### config.mk
export PLATFORM = sky130hd
export DESIGN_NAME = bdc_top
export DESIGN_NICKNAME = d
export VERILOG_FILES = /design/src/rtl/bdc_timer.v /design/src/rtl/bdc_top.v
export VERILOG_INCLUDE_DIRS = /design/src /design/src/shared
export SDC_FILE = /design/constraint.sdc
export NUM_CORES = 1
export LEC_CHECK = 0
export BUFFER_PORTS_ARGS = -buffer_cell sky130_fd_sc_hd__buf_4
export CAP_MARGIN = 20
export CORE_MARGIN = 10
export CORE_UTILIZATION = 55
export DETAILED_ROUTE_END_ITERATION = 8
export GPL_TIMING_DRIVEN = 0
export PLACE_DENSITY = 0.91
export SLEW_MARGIN = 10
export SYNTH_ARGS = -nofsm -noshare
export SYNTH_HDL_FRONTEND = slang
export SYNTH_SLANG_ARGS = --single-unit
### constraint.sdc
create_clock -name I_CLK -period 4.8 [get_ports I_CLK]
set_input_delay 0.96 -clock I_CLK [delete_from_list [all_inputs] [get_ports I_CLK]]
set_output_delay 0.96 -clock I_CLK [all_outputs]
set_load 0.02 [all_outputs]
### src/shared/bdc_regs.vh
`ifndef BDC_REGS_VH
`define BDC_REGS_VH

// Parameter addresses on the fieldbus parameter port.
`define BDC_ADDR_DIR_INVERT     16'h0618
`define BDC_ADDR_BRAKE_MANUAL   16'h0814

// Field positions and reset values.
`define BDC_FLD_SETTING_BIT     0
`define BDC_RST_DIR_INVERT      16'h0000
`define BDC_RST_BRAKE_MANUAL    16'h0000

// Operating states in which the brake may be released by hand.
`define BDC_ST_SWITCH_ON_DIS    4'h3
`define BDC_ST_READY_SWITCH_ON  4'h4
`define BDC_ST_FAULT            4'h9

// Timing: nameplate times are given in milliseconds.
`define BDC_CLK_HZ              125000000
`define BDC_TICK_MS             1
`define BDC_CYC_PER_MS          ((`BDC_CLK_HZ / 1000) * `BDC_TICK_MS)

`endif

### src/rtl/bdc_timer.v
module bdc_timer #(
    parameter W = 16
) (
    // Clock and reset.
    input  wire         i_clk,
    input  wire         i_arst_n,
    // Control.
    input  wire         i_start,
    input  wire         i_tick,
    input  wire [W-1:0] i_len,
    // Status.
    output reg          o_done
);

    reg [W-1:0] remain;

    // A start always reloads, so a new phase never inherits a stale count.
    always @(posedge i_clk or negedge i_arst_n) begin
        if (!i_arst_n) begin
            remain <= {W{1'b0}};
            o_done <= 1'b0;
        end else if (i_start) begin
            remain <= i_len;
            o_done <= (i_len == {W{1'b0}});
        end else if (i_tick && !o_done) begin
            if (remain <= {{(W-1){1'b0}}, 1'b1}) begin
                remain <= {W{1'b0}};
                o_done <= 1'b1;
            end else begin
                remain <= remain - {{(W-1){1'b0}}, 1'b1};
            end
        end
    end

endmodule

### src/rtl/bdc_top.v
//
// Contract
// - Enabling the power stage applies motor current and releases the brake automatically.
// - Operation enabled is permitted only after the full brake release time has elapsed.
// - Brake release and application times come from the motor nameplate timing values.
// - Disabling the power stage applies the holding brake automatically.
// - After the brake is applied, current stays on for the application time, then goes off.
// - Manual brake release is allowed only in operating states 3, 4 and 9.
// - Manual release setting value 0 means automatic handling, 1 requests manual release.
// - Enabling the power stage clears the manual release setting to 0 by itself.
// - A write to the manual release setting acts at once.
// - Inversion setting 1 turns positive targets into negative movement, 0 keeps them.
// - The inversion setting may be changed only while the power stage is disabled.
// - A changed inversion value is applied only after the next power-on.
//
`include "bdc_regs.vh"

module bdc_top #(
    parameter TW      = 16,
    parameter POS_W   = 32,
    parameter TICK_CY = `BDC_CYC_PER_MS
) (
    // Clock and reset.
    input  wire             I_CLK,
    input  wire             I_ARST_N,
    // Power-on event from the drive supervisor.
    input  wire             I_POWER_ON,
    // Drive state machine.
    input  wire             I_STAGE_EN,
    input  wire [3:0]       I_OP_STATE,
    // Motor nameplate timing, in milliseconds.
    input  wire [TW-1:0]    I_NP_RELEASE_MS,
    input  wire [TW-1:0]    I_NP_APPLY_MS,
    // Fieldbus parameter port.
    input  wire             I_PAR_WR,
    input  wire             I_PAR_RD,
    input  wire [15:0]      I_PAR_ADDR,
    input  wire [15:0]      I_PAR_WDATA,
    output reg  [15:0]      O_PAR_RDATA,
    output reg              O_PAR_ACK,
    output reg              O_PAR_ERR,
    // Motion target path.
    input  wire [POS_W-1:0] I_TARGET,
    output reg  [POS_W-1:0] O_TARGET,
    // Power stage, brake and active direction.
    output reg              O_MOTOR_CURRENT,
    output reg              O_BRAKE_RELEASE,
    output reg              O_OP_EN_ALLOWED,
    output reg              O_DIR_ACTIVE
);

    ////////////////////////////////////////////////////////////////////////////
    localparam ST_OFF       = 2'd0;
    localparam ST_RELEASING = 2'd1;
    localparam ST_RUN       = 2'd2;
    localparam ST_APPLYING  = 2'd3;

    localparam [15:0] RST_BRK = `BDC_RST_BRAKE_MANUAL;
    localparam [15:0] RST_DIR = `BDC_RST_DIR_INVERT;

    function manual_state_ok;
        input [3:0] st;
        begin
            manual_state_ok = (st == `BDC_ST_SWITCH_ON_DIS) ||
                              (st == `BDC_ST_READY_SWITCH_ON) ||
                              (st == `BDC_ST_FAULT);
        end
    endfunction

    reg  [1:0]    state;
    reg  [1:0]    next_state;
    reg           stage_q;
    reg           manual_rel;
    reg           dir_stored;
    reg  [31:0]   tick_cnt;
    reg           tick;
    reg           tmr_start;
    reg  [TW-1:0] tmr_len;
    wire          tmr_done;
    wire          stage_rise;
    wire          hit_dir;
    wire          hit_brk;

    assign stage_rise = I_STAGE_EN && !stage_q;
    assign hit_dir    = (I_PAR_ADDR == `BDC_ADDR_DIR_INVERT);
    assign hit_brk    = (I_PAR_ADDR == `BDC_ADDR_BRAKE_MANUAL);

    ////////////////////////////////////////////////////////////////////////////
    // Millisecond tick for the nameplate times.
    // The divider restarts with every phase: a free-running tick could cut the
    // first millisecond short and open the drive before the brake is fully free.
    always @(posedge I_CLK or negedge I_ARST_N) begin
        if (!I_ARST_N) begin
            tick_cnt <= 32'h00000000;
            tick     <= 1'b0;
        end else if (tmr_start) begin
            tick_cnt <= 32'h00000000;
            tick     <= 1'b0;
        end else if (tick_cnt >= TICK_CY - 1) begin
            tick_cnt <= 32'h00000000;
            tick     <= 1'b1;
        end else begin
            tick_cnt <= tick_cnt + 32'h00000001;
            tick     <= 1'b0;
        end
    end

    bdc_timer #(
        .W        (TW)
    ) u_timer (
        .i_clk    (I_CLK),
        .i_arst_n (I_ARST_N),
        .i_start  (tmr_start),
        .i_tick   (tick),
        .i_len    (tmr_len),
        .o_done   (tmr_done)
    );

    ////////////////////////////////////////////////////////////////////////////
    // Brake sequencer.
    always @* begin
        next_state = state;
        tmr_start  = 1'b0;
        tmr_len    = I_NP_RELEASE_MS;
        case (state)
            ST_OFF: begin
                if (I_STAGE_EN) begin
                    next_state = ST_RELEASING;
                    tmr_start  = 1'b1;
                end
            end
            ST_RELEASING: begin
                if (!I_STAGE_EN) begin
                    next_state = ST_APPLYING;
                    tmr_start  = 1'b1;
                    tmr_len    = I_NP_APPLY_MS;
                end else if (tmr_done) begin
                    next_state = ST_RUN;
                end
            end
            ST_RUN: begin
                if (!I_STAGE_EN) begin
                    next_state = ST_APPLYING;
                    tmr_start  = 1'b1;
                    tmr_len    = I_NP_APPLY_MS;
                end
            end
            default: begin
                // The brake must grip fully before the re-enable can release it again.
                if (tmr_done) begin
                    next_state = ST_OFF;
                end
            end
        endcase
    end

    always @(posedge I_CLK or negedge I_ARST_N) begin
        if (!I_ARST_N) begin
            state   <= ST_OFF;
            stage_q <= 1'b0;
        end else begin
            state   <= next_state;
            stage_q <= I_STAGE_EN;
        end
    end

    ////////////////////////////////////////////////////////////////////////////
    // Outputs to the power stage and brake.
    always @(posedge I_CLK or negedge I_ARST_N) begin
        if (!I_ARST_N) begin
            O_MOTOR_CURRENT <= 1'b0;
            O_BRAKE_RELEASE <= 1'b0;
            O_OP_EN_ALLOWED <= 1'b0;
        end else begin
            O_MOTOR_CURRENT <= (next_state != ST_OFF);
            O_OP_EN_ALLOWED <= (next_state == ST_RUN);
            // Manual release is gated live by the state, so leaving the permitted
            // states grips the brake without software having to clear the setting.
            O_BRAKE_RELEASE <= (next_state == ST_RELEASING) ||
                               (next_state == ST_RUN) ||
                               ((next_state == ST_OFF) && manual_rel &&
                                manual_state_ok(I_OP_STATE));
        end
    end

    ////////////////////////////////////////////////////////////////////////////
    // Parameter registers.
    always @(posedge I_CLK or negedge I_ARST_N) begin
        if (!I_ARST_N) begin
            manual_rel <= RST_BRK[`BDC_FLD_SETTING_BIT];
            dir_stored <= RST_DIR[`BDC_FLD_SETTING_BIT];
        end else begin
            if (stage_rise) begin
                manual_rel <= 1'b0;
            end else if (I_PAR_WR && hit_brk) begin
                manual_rel <= I_PAR_WDATA[`BDC_FLD_SETTING_BIT];
            end
            if (I_PAR_WR && hit_dir && !I_STAGE_EN && !O_MOTOR_CURRENT) begin
                dir_stored <= I_PAR_WDATA[`BDC_FLD_SETTING_BIT];
            end
        end
    end

    always @(posedge I_CLK or negedge I_ARST_N) begin
        if (!I_ARST_N) begin
            O_PAR_ACK   <= 1'b0;
            O_PAR_ERR   <= 1'b0;
            O_PAR_RDATA <= 16'h0000;
        end else begin
            O_PAR_ACK <= I_PAR_WR || I_PAR_RD;
            O_PAR_ERR <= (I_PAR_WR || I_PAR_RD) && !hit_dir && !hit_brk;
            if (I_PAR_WR && hit_dir && (I_STAGE_EN || O_MOTOR_CURRENT)) begin
                O_PAR_ERR <= 1'b1;
            end
            if (I_PAR_RD && hit_dir) begin
                O_PAR_RDATA <= {15'h0000, dir_stored};
            end else if (I_PAR_RD && hit_brk) begin
                O_PAR_RDATA <= {15'h0000, manual_rel};
            end else begin
                O_PAR_RDATA <= 16'h0000;
            end
        end
    end

    ////////////////////////////////////////////////////////////////////////////
    // Direction inversion; the active copy changes only at power-on.
    always @(posedge I_CLK or negedge I_ARST_N) begin
        if (!I_ARST_N) begin
            O_DIR_ACTIVE <= 1'b0;
            O_TARGET     <= {POS_W{1'b0}};
        end else begin
            if (I_POWER_ON) begin
                O_DIR_ACTIVE <= dir_stored;
            end
            O_TARGET <= O_DIR_ACTIVE ? (~I_TARGET + {{(POS_W-1){1'b0}}, 1'b1})
                                     : I_TARGET;
        end
    end

endmodule

==> results of run 1 <==
[critical path, cell delays in order]
cell,delay [ps]
buf_4,130
inv_1,60
ha_1,160
nor2b_1,250
nand4b_1,420
o41ai_1,550
xnor2_1,180
[state kept, by name (all words and copies together), names as in the netlist]
register         cells
tick                 1
O_MOTOR_CURRENT      1
stage_q              1
u_timer.remain      16
dir_stored           1
state                2
O_PAR_ACK            1
manual_rel           1
O_OP_EN_ALLOWED      1
tick_cnt            32
O_PAR_RDATA          1
u_timer.o_done       1
O_BRAKE_RELEASE      1
O_PAR_ERR            1
O_TARGET            32
O_DIR_ACTIVE         1
[power breakdown]
| part | internal (W) | switching (W) |
|---|---|---|
| clock | 0.000201 | 0.000298 |
| combinational | 0.000423 | 0.000538 |
| sequential | 0.000917 | 0.000121 |
[layer usage]
layer,vias up,routed length [um],track usage
li1,2125,-,-
met2,209,6960,0.359
met4,0,189,0.0567
met5,-,0,0
met3,23,1520,0.0956
met1,2205,5340,0.232
[worst paths after layout]
check                                        start                  to
worst max-delay path                   I_TARGET[0]        O_TARGET[22]
worst min-delay path                   tick_cnt[0]         tick_cnt[0]
worst max register to register  u_timer.remain[12]   u_timer.remain[6]
worst min register to register         tick_cnt[0]         tick_cnt[0]
max in group asynchronous                 I_ARST_N  u_timer.remain[10]
min in group asynchronous                 I_ARST_N         tick_cnt[6]
[logic make-up (layout without fill, tap and decap cells)]
logic type / count (synthesis) / count (layout) / share of synthesized area
AOI/OAI and AO/OA: 99 / 99 / 0.141
xor gates and xnor gates: 42 / 42 / 0.0730
adders and majority gates: 10 / 10 / 0.0248
buffers and inverters: 46 / 191 / 0.0486
DFF: 94 / 94 / 0.467
muxes: 23 / 23 / 0.0496
other: 1 / 30 / 0.000744
and+or+nand+nor: 172 / 172 / 0.196
[synth_stat cells (10+ instances only)]
cell type	number
o21ai_0	22
buf_4	15
nand3_1	14
nor3_1	27
mux2_2	12
o41ai_1	11
inv_1	16
nand2_1	26
ha_1	10
a21oi_1	13
nor4_1	25
xnor2_1	39
mux2i_1	10
dfrtp_1	94
nor2_1	17
[stage by stage]
| step | utilization | hold slack, ps | total power [W] | instances | area [um^2] |
|---|---|---|---|---|---|
| 2_1_floorplan | - | 439 | 0.00166 | 516 | 5150 |
| 3_3_place_gp | 0.710 | 455 | 0.00194 | 753 | 6250 |
| 3_5_place_dp | 0.710 | 477 | 0.00199 | 753 | 6250 |
| 4_1_cts | 0.732 | 496 | 0.00250 | 769 | 6440 |
| 5_1_grt | 0.732 | 528 | 0.00266 | 769 | 6450 |
| 6_report | 0.732 | 487 | 0.00250 | 769 | 6450 |
[cell type report]
cell class                      count  area, um^2  share of cell area
Timing Repair Buffer              129         972               0.151
Clock buffer                        9         124              0.0192
Tap cell                          108         135              0.0210
Buffer                             30         185              0.0287
Sequential cell                    94        2350               0.365
Inverter                           16        60.1             0.00931
Clock inverter                      7        65.1              0.0101
Multi-Input combinational cell    376        2550               0.396
==> impl_metrics.env, run 1 <==
export IMPL_initial_core_util=0.573
export IMPL_dp_final_hpwl_um=11100
export IMPL_worstPathArrival_ps=2700
export IMPL_grt_pass1_vias=4732
export IMPL_drive_above_1_share=0.303
export IMPL_p_leak_nw=2.74
export IMPL_hold_buffers=0
export IMPL_syn_area_per_cell_um2=10.4
export IMPL_peakVddDrop_v=0.000228
export IMPL_dpl_worst_slack_ps=2070
export IMPL_vias=4562
export IMPL_max_cap_violations=0
export IMPL_cp_start_kind="primary input"
export IMPL_ff2ff_path_depth=4
export IMPL_avgViaCountPerCell=5.93
export IMPL_remaining_drc_errors=0
export IMPL_regToRegSetupSlack_ps=2450
export IMPL_max_freq_mhz=413
export IMPL_dr_pass1_iters=4
export IMPL_power_density_nw_per_um2=387
export IMPL_grt_use_total=0.210
export IMPL_hp_class="flip-flop to flip-flop"
export IMPL_crit_required_ps=5080
export IMPL_slew_viol_final=0
export IMPL_diodes=0
export IMPL_yosys_top_cells_area="dfrtp_1, xnor2_1, nor4_1, nor3_1, mux2_2"
export IMPL_routed_wl_um=14000
export IMPL_htreeDepth=3
export IMPL_grt_max_degree=95
export IMPL_worstMarginPinSlew_ps=832
export IMPL_numClockSinks=94
export IMPL_cts_root_buf="clkbuf_8"
export IMPL_rsz0062_at_grt="false"
export IMPL_netlist_cell_type_count=65
export IMPL_final_nets=772
export IMPL_cp_end_kind="flip-flop"
export IMPL_cts_buffers_inserted=9
export IMPL_syn_area_um2=5040
export IMPL_setup_ws_ps=2380
export IMPL_gp_congestion=0.928
export IMPL_skew_ps=11.8
export IMPL_cts_tree="yes"
export IMPL_critical_path_class="primary input to flip-flop"
export IMPL_grt_first_pass_wirelength_um=22800
export IMPL_synth_top_cell_by_area="dfrtp_1"
export IMPL_num_io_pins=160
export IMPL_finalCriticalPeriod_ps=2420
export IMPL_final_antenna_net_count=0
export IMPL_n_fill_cell=614
export IMPL_synth_edf_count=0
export IMPL_synthCells=487
export IMPL_die_h_um=116
export IMPL_mostFrequentLayoutCells="buf_4, dfrtp_1, xnor2_1, conb_1, nor3_1"
export IMPL_clkLatencyLatePin_ps=360
export IMPL_portBuffers=129
export IMPL_status="finished, final reports clean"
export IMPL_clk_path_buf_depth=2
export IMPL_ys_flop_type="dfrtp_1"
export IMPL_min_path_cells=1
export IMPL_grt_ovfl_total=0
export IMPL_die_width_um=116
export IMPL_drt_iter0_drc=238
export IMPL_ys_warnings_count=0
export IMPL_synth_top_area_frac=0.467
export IMPL_fin_tns_setup_ps=0
export IMPL_finalSetupViolCount=0
export IMPL_mostFrequentLayoutCell="buf_4"
export IMPL_maxSlewHeadroom=0.445
export IMPL_synth_seq_cells=94
export IMPL_cts_setup_buffers=0
export IMPL_routedWlPerCell_um=18.2
export IMPL_post_cts_resized=0
export IMPL_ys_seq_area_frac=0.467
export IMPL_synthToLayoutAreaGrowth_pct=27.9
export IMPL_period_share=0.504
export IMPL_antenna_found_initial=0
export IMPL_std_cell_rows=34
export IMPL_hold_viol_final=0
export IMPL_crit_path_max_fanout=10
export IMPL_die_area_um2=13400
export IMPL_core_area_um2=8810
export IMPL_cts_clk_slew_worst_paths_ps=100
export IMPL_postSynth_asyncResetShare=1.00
Note: power is estimated with default switching activity, not from simulation.
==> run 2: changes to the inputs <==
--- a/config.mk
+++ b/config.mk
@@ -9,10 +9,10 @@
 export BUFFER_PORTS_ARGS = -buffer_cell sky130_fd_sc_hd__buf_4
 export CAP_MARGIN = 20
 export CORE_MARGIN = 10
-export CORE_UTILIZATION = 55
+export CORE_UTILIZATION = 52
 export DETAILED_ROUTE_END_ITERATION = 8
 export GPL_TIMING_DRIVEN = 0
-export PLACE_DENSITY = 0.91
+export PLACE_DENSITY = 0.87
 export SLEW_MARGIN = 10
 export SYNTH_ARGS = -nofsm -noshare
 export SYNTH_HDL_FRONTEND = slang
==> constraint.sdc (replaced) <==
create_clock -name I_CLK -period 2.3 [get_ports I_CLK]
set_input_delay 0.46 -clock I_CLK [delete_from_list [all_inputs] [get_ports I_CLK]]
set_output_delay 0.46 -clock I_CLK [all_outputs]
set_load 0.02 [all_outputs]
==> impl_metrics.env, run 2 (synthesis results as in run 1) <==
export IMPL_grt_max_degree=70
export IMPL_regToRegSetupSlack_ps=140
export IMPL_skew_ps=9.87
export IMPL_die_width_um=118
export IMPL_seq_area_um2=2350
export IMPL_power_density_nw_per_um2=822
export IMPL_avgViaCountPerCell=5.62
export IMPL_period_share=0.940
export IMPL_crit_top_cell="buf_2"
export IMPL_synthToLayoutAreaGrowth_pct=29.8
export IMPL_drive_above_1_share=0.307
export IMPL_cp_end_kind="flip-flop"
export IMPL_dp_final_hpwl_um=10900
export IMPL_routed_wl_um=13800
export IMPL_ff2ff_path_depth=8
export IMPL_reg_top3="O_TARGET (32), tick_cnt (32), u_timer.remain (16)"
export IMPL_rr_endpoint="u_timer.remain[10]"
export IMPL_vias=4445
export IMPL_gp_congestion=0.949
export IMPL_die_h_um=118
export IMPL_worstPathArrival_ps=2400
export IMPL_crit_path_max_fanout=10
export IMPL_critical_path_class="flip-flop to flip-flop"
export IMPL_max_cap_violations=0
export IMPL_clkLatencyLatePin_ps=360
export IMPL_die_area_um2=14000
export IMPL_path_cells="inv_1, ha_1, nand2b_1, buf_2, buf_2, mux2_2, nor2_1, a31oi_1"
export IMPL_clk_path_buf_depth=2
export IMPL_grt_ovfl_total=0
export IMPL_final_antenna_net_count=0
export IMPL_routedWlPerCell_um=17.4
export IMPL_diodes=0
export IMPL_status="finished, final reports clean"
export IMPL_initial_core_util=0.541
export IMPL_n_fill_cell=706
export IMPL_mostFrequentLayoutCells="buf_4, dfrtp_1, xnor2_1, conb_1, nor3_1"
export IMPL_num_io_pins=160
export IMPL_total_power_w=0.00538
export IMPL_final_nets=773
export IMPL_htreeDepth=3
export IMPL_slew_viol_final=0
export IMPL_peakVddDrop_v=0.000408
export IMPL_hp_class="primary input to asynchronous set/reset pin"
export IMPL_p_leak_nw=2.77
export IMPL_grt_use_total=0.190
export IMPL_multi_input_area_um2=2560
export IMPL_whs_ps=4.85
export IMPL_core_area_um2=9330
export IMPL_r2r_start="state[1]"
export IMPL_finalCriticalPeriod_ps=2160
export IMPL_grt_pass1_vias=4718
export IMPL_finalSetupViolCount=0
export IMPL_crit_required_ps=2540
export IMPL_remaining_drc_errors=0
export IMPL_fin_tns_setup_ps=0
export IMPL_stdcell_area_um2=6540
export IMPL_slowest_delay_ps=440
export IMPL_cp_start_kind="flip-flop"
export IMPL_cts_setup_buffers=0
export IMPL_std_cell_rows=35
export IMPL_max_freq_mhz=462
export IMPL_drt_iter0_drc=241
export IMPL_worstMarginPinSlew_ps=530
export IMPL_portBuffers=129
export IMPL_cts_root_buf="clkbuf_8"
export IMPL_cts_buffers_inserted=9
export IMPL_mostFrequentLayoutCell="buf_4"
export IMPL_grt_first_pass_wirelength_um=22400
export IMPL_critPathSlowestCell="dfrtp_1"
export IMPL_cts_clk_slew_worst_paths_ps=90
export IMPL_cts_tree="yes"
export IMPL_antenna_found_initial=0
export IMPL_placed_area_um2=6310
export IMPL_numClockSinks=94
export IMPL_dr_pass1_iters=5
export IMPL_hold_viol_final=0
export IMPL_maxSlewHeadroom=0.643
export IMPL_rsz0062_at_grt="false"
==> run 2: cell types whose count changed in the layout (fill, tap and decap cells not counted), sizes merged <==
cell	change
bufinv	+2
clkbuf	+1
clkinv	-1
buf	+1
inv	-2
==> run 2: worst max-delay path, delay by kind of cell (launching register included) <==
family / cells / cell delay (ps)
muxes: 1 / 370
buffers and inverters: 3 / 630
and+or+nand+nor: 2 / 200
AOI/OAI and AO/OA: 1 / 60
DFF: 1 / 440
adders and majority gates: 1 / 330
==> run 2: routing by layer <==
layer / track usage / routed length, um
met2: 0.324 / 6760
met3: 0.0838 / 1340
met1: 0.207 / 5470
met5: 0 / 0
met4: 0.0649 / 205
==> run 2: area by class of cell <==
class	instances	area share
clock inverter	6	0.0138
buffer	30	0.0285
sequential	94	0.359
timing repair buffer	130	0.152
multi-input combinational	376	0.391
inverter	16	0.00918
tap	129	0.0247
clock buffer	10	0.0210
==> run 2: how the worst max path moves through the flow <==
stage / start / to / slack [ps] / depth (start not counted)
3_3_place_gp: u_timer.remain[12] / u_timer.remain[6] / 120 / 4
5_1_grt: state[1] / tick_cnt[4] / 10 / 7
6_report: state[1] / u_timer.remain[10] / 140 / 8
2_1_floorplan: state[1] / tick_cnt[10] / 380 / 7
3_5_place_dp: I_TARGET[1] / O_TARGET[16] / 80 / 7
4_1_cts: u_timer.remain[12] / u_timer.remain[5] / 40 / 4
==> run 2: where the power goes <==
group / total [W] / internal [W] / switching, W
combinational: 0.00198 / 0.000886 / 0.00109
sequential: 0.00217 / 0.00191 / 0.000255
clock: 0.00123 / 0.000648 / 0.000583
==> run 2: per-stage QoR <==
stage	setup WS [ps]	instances	util
detailed placement	75.7	775	0.676
finish	138	791	0.702
floorplan	381	516	-
global placement	118	774	0.673
CTS	42.7	791	0.701
global route	12.4	791	0.702
==> run 2: repair_timing <==
action / 4_1_cts / 5_1_grt
hold buffers: 0 / 0
endpoints found under the setup margin: 0 / 4
gates resized for setup: 0 / 3
==> run 3: changes to the inputs <==
--- a/config.mk
+++ b/config.mk
@@ -6,13 +6,14 @@
 export SDC_FILE = /design/constraint.sdc
 export NUM_CORES = 1
 export LEC_CHECK = 0
+export ABC_AREA = 1
 export BUFFER_PORTS_ARGS = -buffer_cell sky130_fd_sc_hd__buf_4
 export CAP_MARGIN = 20
 export CORE_MARGIN = 10
 export CORE_UTILIZATION = 52
 export DETAILED_ROUTE_END_ITERATION = 8
 export GPL_TIMING_DRIVEN = 0
-export PLACE_DENSITY = 0.87
+export PLACE_DENSITY = 0.86
 export SLEW_MARGIN = 10
 export SYNTH_ARGS = -nofsm -noshare
 export SYNTH_HDL_FRONTEND = slang
==> impl_metrics.env, run 3 <==
export IMPL_n_fill_cell=887
export IMPL_final_antenna_net_count=0
export IMPL_r2r_start="state[0]"
export IMPL_placed_area_um2=6670
export IMPL_cts_tree="yes"
export IMPL_clkPwrFrac=0.189
export IMPL_portBuffers=129
export IMPL_worstPathArrival_ps=2330
export IMPL_synth_top_cell_by_area="dfrtp_1"
export IMPL_vias=5074
export IMPL_p_int_w=0.00347
export IMPL_finalSetupViolCount=0
export IMPL_grt_first_pass_wirelength_um=23500
export IMPL_grt_pass1_vias=5067
export IMPL_initial_core_util=0.528
export IMPL_die_area_um2=14900
export IMPL_critical_path_class="flip-flop to flip-flop"
export IMPL_clkLatencyLatePin_ps=360
export IMPL_power_switching_w=0.00245
export IMPL_syn_area_um2=5400
export IMPL_yosys_top_cells_area="dfrtp_1, nand2_1, nor2_1, nand3_1, inv_1"
export IMPL_seq_area_um2=2350
export IMPL_remaining_drc_errors=0
export IMPL_ys_flop_type="dfrtp_1"
export IMPL_power_density_nw_per_um2=861
export IMPL_synth_commonest_cells="nand2_1, nor2_1, dfrtp_1"
export IMPL_cp_start_kind="flip-flop"
export IMPL_slowest_delay_ps=460
export IMPL_cp_startpoint="state[0]"
export IMPL_utilization=0.671
export IMPL_synth_edf_count=0
export IMPL_hp_class="primary input to asynchronous set/reset pin"
export IMPL_ys_seq_area_frac=0.436
export IMPL_ys_warnings_count=0
export IMPL_cts_buffers_inserted=9
export IMPL_drive_above_1_share=0.218
export IMPL_synth_most_common_cell="nand2_1"
export IMPL_critPathSlowestCell="nor2_1"
export IMPL_stdcell_area_um2=6870
export IMPL_dpl_worst_slack_ps=218
export IMPL_grt_use_total=0.194
export IMPL_postSynth_asyncResetShare=1.00
export IMPL_gp_congestion=0.966
export IMPL_cp_end_kind="flip-flop"
export IMPL_diodes=0
export IMPL_final_nets=998
export IMPL_synth_seq_cells=94
export IMPL_peakVddDrop_v=0.000446
export IMPL_drt_iter0_drc=290
export IMPL_cts_setup_buffers=0
export IMPL_dp_final_hpwl_um=11400
export IMPL_clk_path_buf_depth=2
export IMPL_max_cap_violations=0
export IMPL_crit_required_ps=2550
export IMPL_status="finished, final reports clean"
export IMPL_netlist_cell_type_count=39
export IMPL_mostFrequentLayoutCell="nand2_1"
export IMPL_seqPwrFrac=0.366
export IMPL_routed_wl_um=14400
export IMPL_skew_ps=18.4
export IMPL_cts_root_buf="clkbuf_8"
export IMPL_swShare=0.414
export IMPL_mostFrequentLayoutCells="nand2_1, buf_4, nor2_1, dfrtp_1, inv_1"
export IMPL_post_cts_resized=0
export IMPL_core_area_um2=10200
export IMPL_avgViaCountPerCell=4.96
export IMPL_hold_buffers=0
export IMPL_maxSlewHeadroom=0.600
export IMPL_htreeDepth=3
export IMPL_rr_endpoint="u_timer.o_done"
export IMPL_grt_ovfl_total=0
export IMPL_p_leak_nw=3.48
export IMPL_syn_area_per_cell_um2=7.58
export IMPL_crit_path_max_fanout=6
export IMPL_fin_tns_setup_ps=0
export IMPL_cp_top_family="simple AND/OR/NAND/NOR gates"
export IMPL_slew_viol_final=0
export IMPL_period_share=0.908
export IMPL_ff2ff_path_depth=11
export IMPL_synthCells=712
export IMPL_regToRegSetupSlack_ps=210
export IMPL_routedWlPerCell_um=14.1
export IMPL_rsz0062_at_grt="false"
export IMPL_hold_viol_final=0
export IMPL_total_power_w=0.00592
export IMPL_num_io_pins=160
export IMPL_die_width_um=122
export IMPL_finalCriticalPeriod_ps=2090
export IMPL_grt_max_degree=55
export IMPL_setup_ws_ps=211
export IMPL_synth_top_area_frac=0.436
export IMPL_numClockSinks=94
export IMPL_cts_clk_slew_worst_paths_ps=90
export IMPL_dr_pass1_iters=5
export IMPL_worstMarginPinSlew_ps=598
export IMPL_path_buf_inv=2
export IMPL_synthToLayoutAreaGrowth_pct=27.3
export IMPL_multi_input_area_um2=2650
export IMPL_std_cell_rows=37
export IMPL_path_cells="inv_1, ha_1, inv_1, nor2_1, nand2_1, nand2_1, nor2_1, nand2_1, nor2_1, nand2_1, a21oi_1"
export IMPL_die_h_um=122
export IMPL_crit_top_cell="nand2_1"
export IMPL_antenna_found_initial=0
export IMPL_reg_top3="O_TARGET (32), tick_cnt (32), u_timer.remain (16)"
export IMPL_max_freq_mhz=479
export IMPL_combPwrFrac=0.445
## run 3: final cells by class
class | instances | area share
clock buffer | 10 | 0.0200
multi-input combinational | 541 | 0.386
inverter | 80 | 0.0444
tap | 136 | 0.0248
sequential | 94 | 0.342
timing repair buffer | 130 | 0.145
clock inverter | 5 | 0.00856
buffer | 26 | 0.0288
## run 3: per-stage QoR
stage,instances,hold slack (ps)
3_3_place_gp,1006,452
4_1_cts,1022,96.9
6_report,1022,81.2
2_1_floorplan,741,164
5_1_grt,1022,112
3_5_place_dp,1007,450
## run 3: how the worst max path moves through the flow
stage	end	slack, ps	cells after the start
floorplan	u_timer.remain[9]	650	12
global placement	u_timer.o_done	250	11
detailed placement	u_timer.o_done	220	11
CTS	u_timer.o_done	200	11
global route	u_timer.o_done	30	11
finish	u_timer.o_done	210	11
## run 3: worst register-to-register path, cell delays in order (launching register included)
cell	delay (ps)
dfrtp_1	410
inv_1	100
ha_1	410
inv_1	60
nor2_1	460
nand2_1	100
nand2_1	150
nor2_1	50
nand2_1	60
nor2_1	50
nand2_1	60
a21oi_1	50
## run 3: layer usage
metal	GRT usage	part of all wire	up-vias
met1	0.216	0.38	2346
met2	0.341	0.51	168
met5	0	0	-
met3	0.0708	0.10	16
met4	0.0529	0.014	0
li1	-	-	2544
## run 3: power groups by stage
stage	Clock (W)	Sequential, W	Combinational (W)
after global routing	0.00119	0.00220	0.00298
final	0.00112	0.00216	0.00263
after floorplan	0	0.00225	0.00172
after global placement	0	0.00218	0.00255
after CTS	0.00114	0.00216	0.00262
after detailed placement	0	0.00219	0.00260
## run 3: logic make-up (layout without fill, tap and decap cells)
kind of cell | after synthesis | count (layout) | synth area share
simple gates | 415 | 415 | 0.335
buf+inv | 106 | 251 | 0.0932
flops | 94 | 94 | 0.436
compound gates | 47 | 47 | 0.0487
xor+xnor | 39 | 39 | 0.0633
fa+ha+maj | 10 | 10 | 0.0232
other cells | 1 | 30 | 0.000695
